--- src/esie_defs.svh ---
`ifndef ESIE_DEFS_SVH
`define ESIE_DEFS_SVH

// ----------------------------------------------------------------
// register map (byte addresses)
// ----------------------------------------------------------------
`define ESIE_OFS_CTRL      8'h00
`define ESIE_OFS_PTR0      8'h04
`define ESIE_OFS_PTR1      8'h08
`define ESIE_OFS_PTR2      8'h0C
`define ESIE_OFS_STATUS    8'h10
`define ESIE_CTRL_EXT_BIT  0
`define ESIE_CTRL_RST      1'h0
`define ESIE_PTR_RST       12'h000

// ----------------------------------------------------------------
// bus answers
// ----------------------------------------------------------------
`define ESIE_RESP_OKAY     2'h0
`define ESIE_RESP_SLVERR   2'h2

// ----------------------------------------------------------------
// opcodes and phases
// ----------------------------------------------------------------
`define ESIE_OP_MOVE1      9'h1D7
`define ESIE_OP_MOVE2      4'hF
`define ESIE_OP_PUSH       8'hFA
`define ESIE_OP_SUB        8'hE9
`define ESIE_OP_ADD        8'hE8
`define ESIE_SEL_FP        2'h2
`define ESIE_SEL_RET       2'h3
`define ESIE_PH_DECODE     2'h0
`define ESIE_PH_READ       2'h1
`define ESIE_PH_PROC       2'h2
`define ESIE_PH_WRITE      2'h3

// ----------------------------------------------------------------
// addressing
// ----------------------------------------------------------------
`define ESIE_OFFSET_MAX    8'h5F
`define ESIE_ACC_HIGH      4'hF
`define ESIE_ACC_LOW       4'h0
`define ESIE_IND0          12'hFEF
`define ESIE_IND1          12'hFE7
`define ESIE_IND2          12'hFDF
`define ESIE_IND_SPAN      12'h004

`endif

--- src/esie_pkg.sv ---
package esie_pkg;
  // instruction sequencer states
  typedef enum logic [1:0] {
    ST_RUN   = 2'b00,
    ST_MOVE2 = 2'b01,
    ST_NOP   = 2'b10
  } esie_state_e;

  typedef logic [11:0] esie_addr_t;
endpackage
--- src/esie_addr_resolve.sv ---
`timescale 1ns/100ps
`default_nettype none
`include "esie_defs.svh"

module esie_addr_resolve (
  input  wire logic               ext_en,
  input  wire logic               access_bit,
  input  wire logic [7:0]         file_addr,
  input  wire logic [3:0]         bank,
  input  wire esie_pkg::esie_addr_t fp,
  output esie_pkg::esie_addr_t    eff_addr
);

  // ----------------------------------------------------------------
  // effective address of a byte or bit operand
  // ----------------------------------------------------------------
  always_comb begin
    if (access_bit) begin
      eff_addr = {bank, file_addr};  // banked access keeps literal meaning
    end else if (ext_en && (file_addr <= `ESIE_OFFSET_MAX)) begin
      eff_addr = fp + {4'h0, file_addr};  // offset from frame pointer
    end else if (file_addr <= `ESIE_OFFSET_MAX) begin
      eff_addr = {`ESIE_ACC_LOW, file_addr};
    end else begin
      eff_addr = {`ESIE_ACC_HIGH, file_addr};
    end
  end

endmodule
`default_nettype wire

--- src/esie_exec.sv ---
// Behaviour
// - indexed move copies fp+src to fp+dst
// - move is two words, two cycles
// - move addresses span whole 4096-byte space
// - indirect source reads as 00h
// - indirect destination makes move a no-op
// - push writes literal at fp, decrements fp
// - subtract literal from selected pointer, one cycle
// - select 11 subtracts from fp, returns, two cycles
// - enable also turns on offset addressing
// - disabled: access bit picks access or bank
// - enabled, access 0, f<=5Fh: fp plus offset
// - other addresses keep literal meaning
// - offset rule covers all access-bit instructions
// - destination bit keeps its normal meaning
// - enable bit resets to zero, disabling both
// - add literal to pointer, 11 also returns
`timescale 1ns/100ps
`default_nettype none
`include "esie_defs.svh"

module esie_exec #(
  parameter int PC_W = 21
) (
  input  wire logic             clk,
  input  wire logic             rst_b,
  input  wire logic [7:0]       s_axi_awaddr,
  input  wire logic             s_axi_awvalid,
  output logic                  s_axi_awready,
  input  wire logic [31:0]      s_axi_wdata,
  input  wire logic [3:0]       s_axi_wstrb,
  input  wire logic             s_axi_wvalid,
  output logic                  s_axi_wready,
  output logic [1:0]            s_axi_bresp,
  output logic                  s_axi_bvalid,
  input  wire logic             s_axi_bready,
  input  wire logic [7:0]       s_axi_araddr,
  input  wire logic             s_axi_arvalid,
  output logic                  s_axi_arready,
  output logic [31:0]           s_axi_rdata,
  output logic [1:0]            s_axi_rresp,
  output logic                  s_axi_rvalid,
  input  wire logic             s_axi_rready,
  input  wire logic             instr_valid,
  input  wire logic [15:0]      instr_word,
  output logic                  instr_ack,
  input  wire logic [3:0]       bank_select_reg,
  input  wire logic [PC_W-1:0]  return_stack_top,
  output logic                  pc_load,
  output logic [PC_W-1:0]       pc_value,
  output logic [11:0]           mem_addr,
  output logic                  mem_rd,
  input  wire logic [7:0]       mem_rdata,
  output logic                  mem_wr,
  output logic [7:0]            mem_wdata,
  output logic                  std_valid,
  output logic [11:0]           std_addr,
  output logic                  std_dest_file
);

  initial begin
    if (PC_W < 1 || PC_W > 32) $error("PC_W out of range");
  end

  // ----------------------------------------------------------------
  // state
  // ----------------------------------------------------------------
  logic                  extended_set_enable;
  esie_pkg::esie_addr_t  ptr [3];
  logic [1:0]            phase;
  esie_pkg::esie_state_e state;
  logic [15:0]           cur_word;
  logic                  taken;
  logic [11:0]           move_addr;
  logic [7:0]            move_data;
  logic                  aw_held;
  logic                  w_held;
  logic [7:0]            aw_addr;
  logic [31:0]           w_data;
  logic [3:0]            w_strb;
  logic                  wr_fire;
  logic                  is_move;
  logic                  is_push;
  logic                  is_sub;
  logic                  is_add;
  logic [1:0]            sel;
  logic [11:0]           next_ptr;
  logic [11:0]           std_eff;

  // indirect-register detection, used by both move cycles
  function automatic logic is_indirect(input logic [11:0] a);
    is_indirect = (a <= `ESIE_IND0 && a > `ESIE_IND0 - `ESIE_IND_SPAN - 12'h001)
               || (a <= `ESIE_IND1 && a > `ESIE_IND1 - `ESIE_IND_SPAN - 12'h001)
               || (a <= `ESIE_IND2 && a > `ESIE_IND2 - `ESIE_IND_SPAN - 12'h001);
  endfunction

  // byte-lane merge for a 12-bit register
  function automatic logic [11:0] merge12(input logic [11:0] old, input logic [31:0] d, input logic [3:0] s);
    merge12 = {s[1] ? d[11:8] : old[11:8], s[0] ? d[7:0] : old[7:0]};
  endfunction

  // ----------------------------------------------------------------
  // decode
  // ----------------------------------------------------------------
  // extended opcodes gated by enable
  assign is_move = extended_set_enable && (cur_word[15:7] == `ESIE_OP_MOVE1);
  assign is_push = extended_set_enable && (cur_word[15:8] == `ESIE_OP_PUSH);
  assign is_sub  = extended_set_enable && (cur_word[15:8] == `ESIE_OP_SUB);
  assign is_add  = extended_set_enable && (cur_word[15:8] == `ESIE_OP_ADD);
  assign sel     = cur_word[7:6];
  assign wr_fire = aw_held && w_held && !s_axi_bvalid;

  // pointer result of add or subtract; select 11 always works on fp
  // wraps modulo 4096
  always_comb begin
    logic [11:0] base;
    base = ptr[(sel == `ESIE_SEL_RET) ? `ESIE_SEL_FP : sel];
    if (is_sub) begin
      next_ptr = base - {6'h00, cur_word[5:0]};
    end else begin
      next_ptr = base + {6'h00, cur_word[5:0]};
    end
  end

  // every standard operand goes through one resolver
  esie_addr_resolve u_resolve (
    .ext_en     (extended_set_enable),
    .access_bit (cur_word[8]),
    .file_addr  (cur_word[7:0]),
    .bank       (bank_select_reg),
    .fp         (ptr[2]),
    .eff_addr   (std_eff)
  );

  // ----------------------------------------------------------------
  // phase counter
  // ----------------------------------------------------------------
  // four phases per cycle
  always_ff @(posedge clk or negedge rst_b) begin
    if (!rst_b) begin
      phase <= `ESIE_PH_DECODE;
    end else begin
      phase <= phase + 2'h1;
    end
  end

  // ----------------------------------------------------------------
  // word capture and sequencing
  // ----------------------------------------------------------------
  always_ff @(posedge clk or negedge rst_b) begin
    if (!rst_b) begin
      state     <= esie_pkg::ST_RUN;
      cur_word  <= 16'h0000;
      taken     <= 1'b0;
      instr_ack <= 1'b0;
    end else begin
      instr_ack <= 1'b0;
      if (phase == `ESIE_PH_DECODE) begin
        taken <= instr_valid && (state != esie_pkg::ST_NOP);
        if (instr_valid && state == esie_pkg::ST_RUN) begin
          cur_word <= instr_word;
        end
      end
      if (phase == `ESIE_PH_PROC) begin
        instr_ack <= taken;
      end
      if (phase == `ESIE_PH_WRITE) begin
        unique case (state)
          esie_pkg::ST_RUN: begin
            if (taken && is_move) begin
              state <= esie_pkg::ST_MOVE2;
            // return costs a second, empty cycle
            end else if (taken && (is_sub || is_add) && sel == `ESIE_SEL_RET) begin
              state <= esie_pkg::ST_NOP;
            end
          end
          esie_pkg::ST_MOVE2: begin
            if (taken) begin
              state <= esie_pkg::ST_RUN;
            end
          end
          esie_pkg::ST_NOP:   state <= esie_pkg::ST_RUN;
          default:            state <= esie_pkg::ST_RUN;
        endcase
      end
    end
  end

  // ----------------------------------------------------------------
  // data memory port
  // ----------------------------------------------------------------
  always_ff @(posedge clk or negedge rst_b) begin
    if (!rst_b) begin
      mem_addr  <= 12'h000;
      mem_rd    <= 1'b0;
      mem_wr    <= 1'b0;
      mem_wdata <= 8'h00;
      move_addr <= 12'h000;
      move_data <= 8'h00;
    end else begin
      mem_rd <= 1'b0;
      mem_wr <= 1'b0;
      if (phase == `ESIE_PH_READ && taken) begin
        move_addr <= ptr[2] + {5'h00, (state == esie_pkg::ST_MOVE2) ? instr_word[6:0] : cur_word[6:0]};
      end
      if (phase == `ESIE_PH_PROC && taken && state == esie_pkg::ST_RUN) begin
        if (is_move && !is_indirect(move_addr)) begin
          mem_rd   <= 1'b1;
          mem_addr <= move_addr;
        end
        if (is_push) begin
          mem_wr    <= 1'b1;
          mem_addr  <= ptr[2];
          mem_wdata <= cur_word[7:0];
        end
      end
      // source byte sampled in last phase
      if (phase == `ESIE_PH_WRITE && taken && state == esie_pkg::ST_RUN && is_move) begin
        move_data <= mem_rd ? mem_rdata : 8'h00;
      end
      if (phase == `ESIE_PH_PROC && taken && state == esie_pkg::ST_MOVE2 &&
          instr_word[15:12] == `ESIE_OP_MOVE2 && !is_indirect(move_addr)) begin
        mem_wr    <= 1'b1;
        mem_addr  <= move_addr;
        mem_wdata <= move_data;
      end
    end
  end

  // ----------------------------------------------------------------
  // pointers and return
  // ----------------------------------------------------------------
  always_ff @(posedge clk or negedge rst_b) begin
    if (!rst_b) begin
      ptr[0]   <= `ESIE_PTR_RST;
      ptr[1]   <= `ESIE_PTR_RST;
      ptr[2]   <= `ESIE_PTR_RST;
      pc_load  <= 1'b0;
      pc_value <= '0;
    end else begin
      pc_load <= 1'b0;
      if (phase == `ESIE_PH_WRITE && taken && state == esie_pkg::ST_RUN && is_push) begin
        ptr[2] <= ptr[2] - 12'h001;
      end else if (phase == `ESIE_PH_WRITE && taken && state == esie_pkg::ST_RUN && (is_sub || is_add)) begin
        ptr[(sel == `ESIE_SEL_RET) ? `ESIE_SEL_FP : sel] <= next_ptr;
        if (sel == `ESIE_SEL_RET) begin
          pc_load  <= 1'b1;
          pc_value <= return_stack_top;
        end
      end else if (wr_fire) begin
        if (aw_addr == `ESIE_OFS_PTR0) ptr[0] <= merge12(ptr[0], w_data, w_strb);
        if (aw_addr == `ESIE_OFS_PTR1) ptr[1] <= merge12(ptr[1], w_data, w_strb);
        if (aw_addr == `ESIE_OFS_PTR2) ptr[2] <= merge12(ptr[2], w_data, w_strb);
      end
    end
  end

  // ----------------------------------------------------------------
  // standard operand address
  // ----------------------------------------------------------------
  always_ff @(posedge clk or negedge rst_b) begin
    if (!rst_b) begin
      std_valid     <= 1'b0;
      std_addr      <= 12'h000;
      std_dest_file <= 1'b0;
    end else begin
      std_valid <= 1'b0;
      // resolved address issued in read phase
      if (phase == `ESIE_PH_READ && taken && state == esie_pkg::ST_RUN &&
          !(is_move || is_push || is_sub || is_add)) begin
        std_valid     <= 1'b1;
        std_addr      <= std_eff;
        std_dest_file <= cur_word[9];
      end
    end
  end

  // ----------------------------------------------------------------
  // bus write channels
  // ----------------------------------------------------------------
  always_ff @(posedge clk or negedge rst_b) begin
    if (!rst_b) begin
      s_axi_awready <= 1'b0;
      s_axi_wready  <= 1'b0;
      s_axi_bvalid  <= 1'b0;
      s_axi_bresp   <= `ESIE_RESP_OKAY;
      aw_held       <= 1'b0;
      w_held        <= 1'b0;
      aw_addr       <= 8'h00;
      w_data        <= 32'h0000_0000;
      w_strb        <= 4'h0;
    end else begin
      s_axi_awready <= s_axi_awvalid && !s_axi_awready && !aw_held && !s_axi_bvalid;
      s_axi_wready  <= s_axi_wvalid && !s_axi_wready && !w_held && !s_axi_bvalid;
      if (s_axi_awvalid && s_axi_awready) begin
        aw_held <= 1'b1;
        aw_addr <= s_axi_awaddr;
      end
      if (s_axi_wvalid && s_axi_wready) begin
        w_held <= 1'b1;
        w_data <= s_axi_wdata;
        w_strb <= s_axi_wstrb;
      end
      if (wr_fire) begin
        aw_held      <= 1'b0;
        w_held       <= 1'b0;
        s_axi_bvalid <= 1'b1;
        s_axi_bresp  <= (aw_addr == `ESIE_OFS_CTRL || aw_addr == `ESIE_OFS_PTR0 ||
                         aw_addr == `ESIE_OFS_PTR1 || aw_addr == `ESIE_OFS_PTR2 ||
                         aw_addr == `ESIE_OFS_STATUS) ? `ESIE_RESP_OKAY : `ESIE_RESP_SLVERR;
      end else if (s_axi_bready) begin
        s_axi_bvalid <= 1'b0;
      end
    end
  end

  always_ff @(posedge clk or negedge rst_b) begin
    if (!rst_b) begin
      extended_set_enable <= `ESIE_CTRL_RST;
    end else if (wr_fire && aw_addr == `ESIE_OFS_CTRL && w_strb[0]) begin
      extended_set_enable <= w_data[`ESIE_CTRL_EXT_BIT];
    end
  end

  // ----------------------------------------------------------------
  // bus read channel
  // ----------------------------------------------------------------
  always_ff @(posedge clk or negedge rst_b) begin
    if (!rst_b) begin
      s_axi_arready <= 1'b0;
      s_axi_rvalid  <= 1'b0;
      s_axi_rdata   <= 32'h0000_0000;
      s_axi_rresp   <= `ESIE_RESP_OKAY;
    end else begin
      s_axi_arready <= s_axi_arvalid && !s_axi_arready && !s_axi_rvalid;
      if (s_axi_arvalid && s_axi_arready) begin
        s_axi_rvalid <= 1'b1;
        s_axi_rresp  <= `ESIE_RESP_OKAY;
        unique case (s_axi_araddr)
          `ESIE_OFS_CTRL:   s_axi_rdata <= {31'h0000_0000, extended_set_enable};
          `ESIE_OFS_PTR0:   s_axi_rdata <= {20'h00000, ptr[0]};
          `ESIE_OFS_PTR1:   s_axi_rdata <= {20'h00000, ptr[1]};
          `ESIE_OFS_PTR2:   s_axi_rdata <= {20'h00000, ptr[2]};
          `ESIE_OFS_STATUS: s_axi_rdata <= {27'h000_0000, taken, state, phase};
          default: begin
            s_axi_rdata <= 32'h0000_0000;
            s_axi_rresp <= `ESIE_RESP_SLVERR;
          end
        endcase
      end else if (s_axi_rready) begin
        s_axi_rvalid <= 1'b0;
      end
    end
  end

  // ----------------------------------------------------------------
  // checks
  // ----------------------------------------------------------------
  phase_wrap_a: assert property (@(posedge clk) disable iff (!rst_b)
    phase == `ESIE_PH_WRITE |=> phase == `ESIE_PH_DECODE)
    else $error("phase did not wrap");

  push_store_a: assert property (@(posedge clk) disable iff (!rst_b)
    (phase == `ESIE_PH_PROC && taken && state == esie_pkg::ST_RUN && is_push)
    |=> mem_wr && mem_addr == $past(ptr[2]) && mem_wdata == $past(cur_word[7:0]) ##1 ptr[2] == $past(ptr[2], 2) - 12'h001)
    else $error("push store or decrement wrong");

  sub_ptr_a: assert property (@(posedge clk) disable iff (!rst_b)
    (phase == `ESIE_PH_WRITE && taken && state == esie_pkg::ST_RUN && is_sub && sel == 2'h0)
    |=> ptr[0] == $past(ptr[0]) - {6'h00, $past(cur_word[5:0])})
    else $error("subtract from pointer wrong");

  ret_cycle_a: assert property (@(posedge clk) disable iff (!rst_b)
    pc_load |-> state == esie_pkg::ST_NOP ##4 state == esie_pkg::ST_RUN)
    else $error("return not followed by one empty cycle");

  move_two_a: assert property (@(posedge clk) disable iff (!rst_b)
    (phase == `ESIE_PH_WRITE && taken && state == esie_pkg::ST_RUN && is_move)
    |=> state == esie_pkg::ST_MOVE2)
    else $error("move did not take a second word");

  src_zero_a: assert property (@(posedge clk) disable iff (!rst_b)
    (phase == `ESIE_PH_PROC && taken && state == esie_pkg::ST_RUN && is_move && is_indirect(move_addr))
    |=> !mem_rd ##1 move_data == 8'h00)
    else $error("indirect source not read as zero");

  dst_nop_a: assert property (@(posedge clk) disable iff (!rst_b)
    (mem_wr && state == esie_pkg::ST_MOVE2) |-> !is_indirect(mem_addr))
    else $error("write to indirect destination");

  std_off_a: assert property (@(posedge clk) disable iff (!rst_b)
    (phase == `ESIE_PH_READ && taken && state == esie_pkg::ST_RUN && extended_set_enable &&
     !(is_move || is_push || is_sub || is_add) && !cur_word[8] && cur_word[7:0] <= `ESIE_OFFSET_MAX)
    |=> std_valid && std_addr == $past(ptr[2]) + {4'h0, $past(cur_word[7:0])})
    else $error("offset address not frame relative");

  ext_off_a: assert property (@(posedge clk) disable iff (!rst_b)
    (phase == `ESIE_PH_READ && taken && state == esie_pkg::ST_RUN && !extended_set_enable) |=> std_valid)
    else $error("disabled opcode not handled as standard");

endmodule
`default_nettype wire

--- config.mk ---
export PLATFORM = sky130hd
export DESIGN_NAME = esie_exec
export DESIGN_NICKNAME = d
export VERILOG_FILES = /design/src/esie_pkg.sv /design/src/esie_addr_resolve.sv /design/src/esie_exec.sv
export VERILOG_INCLUDE_DIRS = /design/src /design/src/src
export SDC_FILE = /design/constraint.sdc
export NUM_CORES = 1
export LEC_CHECK = 0
export ABC_AREA = 1
export CORE_MARGIN = 1.5
export CORE_UTILIZATION = 55
export DETAILED_ROUTE_END_ITERATION = 16
export DONT_BUFFER_PORTS = 1
export PLACE_DENSITY = 0.67
export SYNTH_ARGS = -nofsm -noshare
export SYNTH_HDL_FRONTEND = slang
export SYNTH_SLANG_ARGS = --single-unit
--- constraint.sdc ---
create_clock -name clk -period 5.3 [get_ports clk]
set_input_delay 0 -clock clk [delete_from_list [all_inputs] [get_ports clk]]
set_output_delay 0 -clock clk [all_outputs]
set_load 0.05 [all_outputs]
==> results of run 1 <==
timing repair:
action	CTS	global route
hold buffers	89	0
endpoints found under the setup margin	0	0
hold endpoints to repair	266	0
worst max-delay path by stage:
stage / end / startpoint / depth (start not counted)
floorplan: ptr[22]$_DFFE_PN0P_ / cur_word[7]$_DFFE_PN0P_ / 19
global route: ptr[4]$_DFFE_PN0P_ / cur_word[7]$_DFFE_PN0P_ / 14
detailed placement: ptr[4]$_DFFE_PN0P_ / cur_word[7]$_DFFE_PN0P_ / 14
CTS: ptr[4]$_DFFE_PN0P_ / cur_word[7]$_DFFE_PN0P_ / 14
finish: ptr[4]$_DFFE_PN0P_ / cur_word[7]$_DFFE_PN0P_ / 14
global placement: ptr[4]$_DFFE_PN0P_ / cur_word[7]$_DFFE_PN0P_ / 14
cell usage in the layout (no fill, tap or decap), drive strengths merged:
cell,Yosys,final
xor2,14,14
mux2i,1,1
inv,148,154
nor4,1,1
and2,2,2
nand3b,3,3
o211ai,8,8
xnor2,1,1
ha,32,32
nor3,29,29
o22ai,17,17
clkbuf,21,18
nand3,97,97
dfrtp,180,180
conb,1,22
nand4,12,12
a21boi,1,1
bufinv,0,1
a21o,1,1
a21oi,67,67
fa,3,3
dlygate4sd3,0,88
mux2,2,2
o21a,1,1
nand2,522,522
clkinv,3,10
buf,40,4
a31oi,5,5
o21bai,4,4
o221ai,8,8
o21ai,100,100
or2,5,5
nor2,163,163
per-layer routing:
layer | global-route usage [%] | up-vias | part of all wire (%)
met1 | 39.8 | 4734 | 42
met5 | 0 | - | 0
li1 | - | 4885 | -
met4 | 10.7 | 0 | 2.9
met2 | 54.1 | 370 | 49
met3 | 5.16 | 80 | 5.8
critical path: stages (launching register included):
cell and delay [ns]:
dfrtp_1 0.58, inv_1 0.48, nand2_1 0.33, inv_1 0.31
nand2_1 0.08, o221ai_1 0.11, inv_1 0.10, fa_1 0.46
nand3b_1 0.18, nand2_1 0.16, xor2_1 0.27, nand2_1 0.08
nand2_1 0.10, o21ai_0 0.09, o21ai_1 0.15
cell families (layout without fill, tap and decap cells):
| logic type | count (synthesis) | in the layout | share of synthesized area [%] |
|---|---|---|---|
| AND/OR/NAND/NOR | 834 | 834 | 32.5 |
| adder cells (fa/ha/maj) | 35 | 35 | 4.29 |
| flip-flops | 180 | 180 | 42.0 |
| XOR/XNOR | 15 | 15 | 1.22 |
| other | 1 | 22 | 0.0349 |
| buffers and inverters | 212 | 275 | 8.52 |
| AO/OA/AOI/OAI | 212 | 212 | 11.2 |
| multiplexers | 3 | 3 | 0.303 |
through the flow:
step | cells | hold slack (ns) | util [%] | power (mW) | instance area [um2]
CTS | 1836 | 0.00317 | 65.2 | 4.39 | 12300
finish | 1836 | 0.0125 | 65.2 | 4.39 | 12300
detailed placement | 1715 | -0.292 | 57.2 | 2.98 | 10800
global placement | 1715 | -0.292 | 57.2 | 2.96 | 10800
global route | 1836 | 0.0431 | 65.2 | 4.66 | 12300
floorplan | 1513 | -0.296 | - | 2.71 | 10800
final cells by class:
type | instances | area, um2
inverter | 151 | 568
sequential | 180 | 4500
clock buffer | 18 | 439
fill | 1692 | 6570
timing repair buffer | 92 | 931
tap | 260 | 325
clock inverter | 14 | 164
multi-input combinational | 1121 | 5390
registers in the layout, indices dropped and copies added, names as in the netlist, 2 cells and up:
name         flops
move_data        8
std_addr        12
state            2
mem_addr        12
w_strb           2
phase            2
move_addr       12
aw_addr          8
ptr             36
w_data          12
s_axi_rdata     12
pc_value        21
mem_wdata        8
cur_word        16
power groups by stage:
stage / clock (mW) / combinational (mW) / sequential (mW)
floorplan: 0 / 0.862 / 1.85
global placement: 0 / 1.04 / 1.92
detailed placement: 0 / 1.06 / 1.93
CTS: 1.32 / 1.16 / 1.90
global route: 1.37 / 1.34 / 1.94
finish: 1.30 / 1.18 / 1.91
==> metrics.txt, run 1 <==
CTS Buf Count 17; DRT iter0 DRCs 764; Yosys warnings 0; vias in the first global route 9475; Total Neg Setup Slack 0 ns; initial antenna violation count 0; final setup violation count 0; CTS tree yes; largest net degree at the start of global routing 181; max-cap viol count 0; layout cells sized above 1 5.84%; Reg power frac 43.5%; first-pass GRT wire length 49100 um; Die Wd 143 um; Rel. slew slack 34.5%; Avg WL per Cell 16.9 um; Yosys top cell by area dfrtp_1; Die ar. 0.0204 mm2; register area share after synthesis 42.0%; RSZ-0062 raised after global routing false; post-CTS sizing 0; ant diodes 0; Setup Skew 0.00800 ns; Fmax 0.281 GHz; Final GP Congestion 0.986; crit path DAT 3.93 ns; Hold Path Depth 3; Setup Fix Bufs, Post-CTS 0; DP HPWL 21800 um; port buffer count 0; clock root buffer clkbuf_16; Site Rows 50; reg-to-reg setup timing slack 1.74 ns; Yosys reg bits 180; FF-to-FF Start cur_word[7]$_DFFE_PN0P_; Crit Path Max Fanout 13; setup ws final 1.74 ns; detailed-route vias per instance 5.48; All-Layer GR Usage 31.3%; outcome finished, final reports clean; fin. max-slew vios 0; maximum clock path buffer count 2; FF-to-FF path depth 14; area growth from synthesis to layout 14.8%; CTS sink count 180; first-pass detailed-route iteration total 5; Clock power frac 29.6%; starting density of the core 56.8%; EDFF count, synth 0; Int Power 2.70 mW; largest cells by area after synthesis dfrtp_1 (42%), nand2_1 (18%), nor2_1 (5.2%); Avg Synthesized Cell Area 7.19 um2; period utilization 67.2%; WHS Endpoint w_data[0]$_DFFE_PN0P_; H-tree depth 4; Max VDD drop 243 uV; worst skew pair latency 0.44 ns; Worst setup EP type register; worst-margin pin slew 0.982 ns; critical path type reg2reg; pwr/cell area 357 mW/mm2; Worst EP required 5.67 ns; switching part of the total power 38.5%; Netlist cell types 48; I/O Pins 209; final hold violations 0; clk slew on worst S/H paths 0.07 ns; post-synthesis cell count 1492; pre-CTS setup slack 1.84 ns; combinational share of power 26.9%; R2R Path End ptr[4]$_DFFE_PN0P_; residual DRC count 0; leakage power 6.24 nW; Die Y 143 um; most numerous cell in the Yosys netlist nand2_1; aggregate global routing overflow 0; synthesized cell area 0.0107 mm2; vias 10100; top-area cell type share of the netlist area 42.0%; Core Box Area 0.0189 mm2; nets 1707; Post-synth top cells nand2_1 (513), dfrtp_1 (180), nor2_1 (150), inv_1 (138), nand3_1 (91); drt total wl 31100 um; Startpoint Class register; switching power 1.69 mW; hold_sp s_axi_wvalid; Tightest Hold Check Type in2reg; Final min period 3.56 ns; post-route ant nets 0; Primary FF master, synth dfrtp_1; Post-synth ARST share 100%
Note: power is estimated with default switching activity, not from simulation.
==> inputs of run 2 (changes only) <==
--- a/config.mk
+++ b/config.mk
@@ -11,7 +11,7 @@
 export CORE_UTILIZATION = 55
 export DETAILED_ROUTE_END_ITERATION = 16
 export DONT_BUFFER_PORTS = 1
-export PLACE_DENSITY = 0.67
+export PLACE_DENSITY = 0.7
 export SYNTH_ARGS = -nofsm -noshare
 export SYNTH_HDL_FRONTEND = slang
 export SYNTH_SLANG_ARGS = --single-unit
==> constraint.sdc (replaced) <==
create_clock -name clk -period 3 [get_ports clk]
set_input_delay 0 -clock clk [delete_from_list [all_inputs] [get_ports clk]]
set_output_delay 0 -clock clk [all_outputs]
set_load 0.05 [all_outputs]
==> run 2 against run 1 <==
Against the previous run: the flow now finishes with violations (negative hold slack); flip-flop and latch count unchanged; largest power group unchanged; count of clock-buffer cells in the layout unchanged; sequential share of layout area down 0.64 points; critical path type unchanged.
==> metrics.txt, run 2 (synthesis gave the netlist of run 1 again) <==
initial antenna violation count 1 (+1); I/O Pins 209 (unchanged); post-route ant nets 0 (unchanged); Critical Path Max Stage Delay 0.37 ns (-0.21 ns); residual DRC count 0 (unchanged); clock root buffer clkbuf_16; most used cell, CP nand2_1; port buffer count 0 (unchanged); layout cells sized above 1 8.02% (+2.2 points); max-cap viol count 0 (unchanged); Worst setup EP type register; Levels on crit path 17 (+3); drt total wl 31700 um (+2.0%); first-pass GRT wire length 50500 um (+3.0%); worst skew pair latency 0.45 ns (about the same); critical path type reg2reg; RSZ-0062 raised after global routing false; DRT iter0 DRCs 858 (+12%); Crit-path slowest cell dfrtp_1; Max VDD drop 529 uV (+120%); total chip power 7.77 mW (+77%); leakage power 6.36 nW (+1.9%); DP HPWL 23000 um (+5.1%); detailed-route vias per instance 5.46 (-0.44%); maximum clock path buffer count 2 (unchanged); Final GP Congestion 0.956 (-3.0%); clk slew on worst S/H paths 0.07 ns (about the same); period utilization 92.8% (+26 points); crit path DAT 3.11 ns (-0.82 ns); area growth from synthesis to layout 16.9%; pwr/cell area 620 mW/mm2 (+74%); Die Wd 143 um (unchanged); Fmax 0.359 GHz (+28%); Total Neg Setup Slack 0 ns (unchanged); top flop regs ptr (36), pc_value (21), cur_word (16); aggregate global routing overflow 0 (unchanged); vias 10200 (+1.4%); Setup Skew 0.0149 ns (+0.00686 ns); Site Rows 50 (unchanged); Final min period 2.78 ns (-0.778 ns); Avg WL per Cell 17.0 um (+0.15%); Startpoint Class register; Rel. slew slack 43.7% (+9.2 points); starting density of the core 56.8% (unchanged); commonest non-fill, non-tap cell in the layout nand2_1; Core Box Area 0.0189 mm2 (unchanged); Post-CTS Hold Buffers 88 (-1.1%); Die Y 143 um (unchanged); Die ar. 0.0204 mm2 (unchanged); fin. max-slew vios 0 (unchanged); nets 1740 (+1.9%); Hold WS -0.749 ns (-0.762 ns); final hold violations 180 (+180); CP top delay family simple AND/OR/NAND/NOR gates; max reg flops 36 (unchanged); CTS Buf Count 17 (unchanged); H-tree depth 4 (unchanged); commonest non-fill, non-tap cells in the layout nand2_1 (513), dfrtp_1 (180), nor2_1 (149); worst-margin pin slew 0.842 ns (-0.140 ns); FF-to-FF path depth 17 (+3); first-pass detailed-route iteration total 5 (unchanged); CTS tree yes; Buf/Inv on CP 2 (-1); CTS sink count 180 (unchanged); Worst EP required 3.33 ns (-2.34 ns); largest net degree at the start of global routing 181 (unchanged); final setup violation count 0 (unchanged); Tightest Hold Check Type in2async; All-Layer GR Usage 32.4% (+1.1 points); outcome finished, violations left; failing checks negative hold slack; worst path cell trace inv_2 -> nand3_1 -> nor2_1 -> nand2_1 -> nor2_2 -> inv_1 -> nand2_1 -> xor2_1 -> ha_1 -> a21oi_1 -> nand2_1 -> nand2_1 -> nand2_1 -> or2_2 -> and2_1 -> nand2_1 -> a21oi_1; vias in the first global route 9939 (+4.9%); Crit Path Max Fanout 4 (-9); most flop-heavy register ptr
run 2: final cells by class:
class,count,area (um2)
antenna,1,2.50
clock buffer,18,439
clock inverter,14,144
fill,1700,6350
inverter,151,568
multi-input combinational,1121,5400
sequential,180,4500
tap,260,325
timing repair buffer,125,1160
run 2: power by group:
group          leakage [nW]  switching [mW]  internal, mW  total (mW)
registers              2.21           0.513          2.82        3.34
clock network         0.273            1.05          1.19        2.24
logic                  3.87            1.38         0.811        2.19
total                  6.36            2.94          4.83        7.77
run 2: path summary, 6_finish.rpt:
| check | start | end | slack [ns] |
|---|---|---|---|
| worst max-delay path | cur_word[10]$_DFFE_PN0P_ | ptr[18]$_DFFE_PN0P_ | 0.22 |
| worst min-delay path | rst_b | std_dest_file$_DFFE_PN0P_ | -0.75 |
| worst max register to register | cur_word[10]$_DFFE_PN0P_ | ptr[18]$_DFFE_PN0P_ | 0.22 |
| worst min register to register | aw_held$_DFFE_PN0P_ | s_axi_awready$_DFF_PN0_ | 0.47 |
| max in group asynchronous | rst_b | ptr[10]$_DFFE_PN0P_ | 3.55 |
| min in group clk | s_axi_arvalid | s_axi_rvalid$_DFFE_PN0P_ | 0.04 |
run 2: stage by stage:
step	area [um2]	util [%]	setup slack, ns	hold slack, ns	std cells
after CTS	12500	66.3	0.189	-0.760	1869
after detailed placement	11100	58.6	0.246	-0.291	1749
after global routing	12500	66.4	0.00253	-0.764	1869
after floorplan	10800	-	0.375	-0.296	1513
final	12500	66.4	0.217	-0.749	1870
after global placement	11100	58.6	0.284	-0.291	1749
run 2: worst register-to-register path: cells and delay by family (launching register included):
kind	cells	cell delay [ns]
compound gates	2	0.24
xor+xnor	1	0.20
buf+inv	2	0.18
simple gates	11	1.38
flops	1	0.37
fa+ha+maj	1	0.31
run 2: repair_timing:
| action | CTS | global route |
|---|---|---|
| endpoints found under the hold margin | 263 | 180 |
| resized for setup | 0 | 5 |
| setup buffers | 0 | 0 |
| endpoints found under the setup margin | 0 | 10 |
run 2: layer usage:
| metal | GRT usage [%] | vias to the layer above | wire length, um |
|---|---|---|---|
| met2 | 54.2 | 406 | 15200 |
| met1 | 40.6 | 4758 | 13000 |
| met3 | 5.70 | 88 | 2160 |
| met5 | 0 | - | 0 |
| li1 | - | 4958 | - |
| met4 | 15.9 | 0 | 1350 |
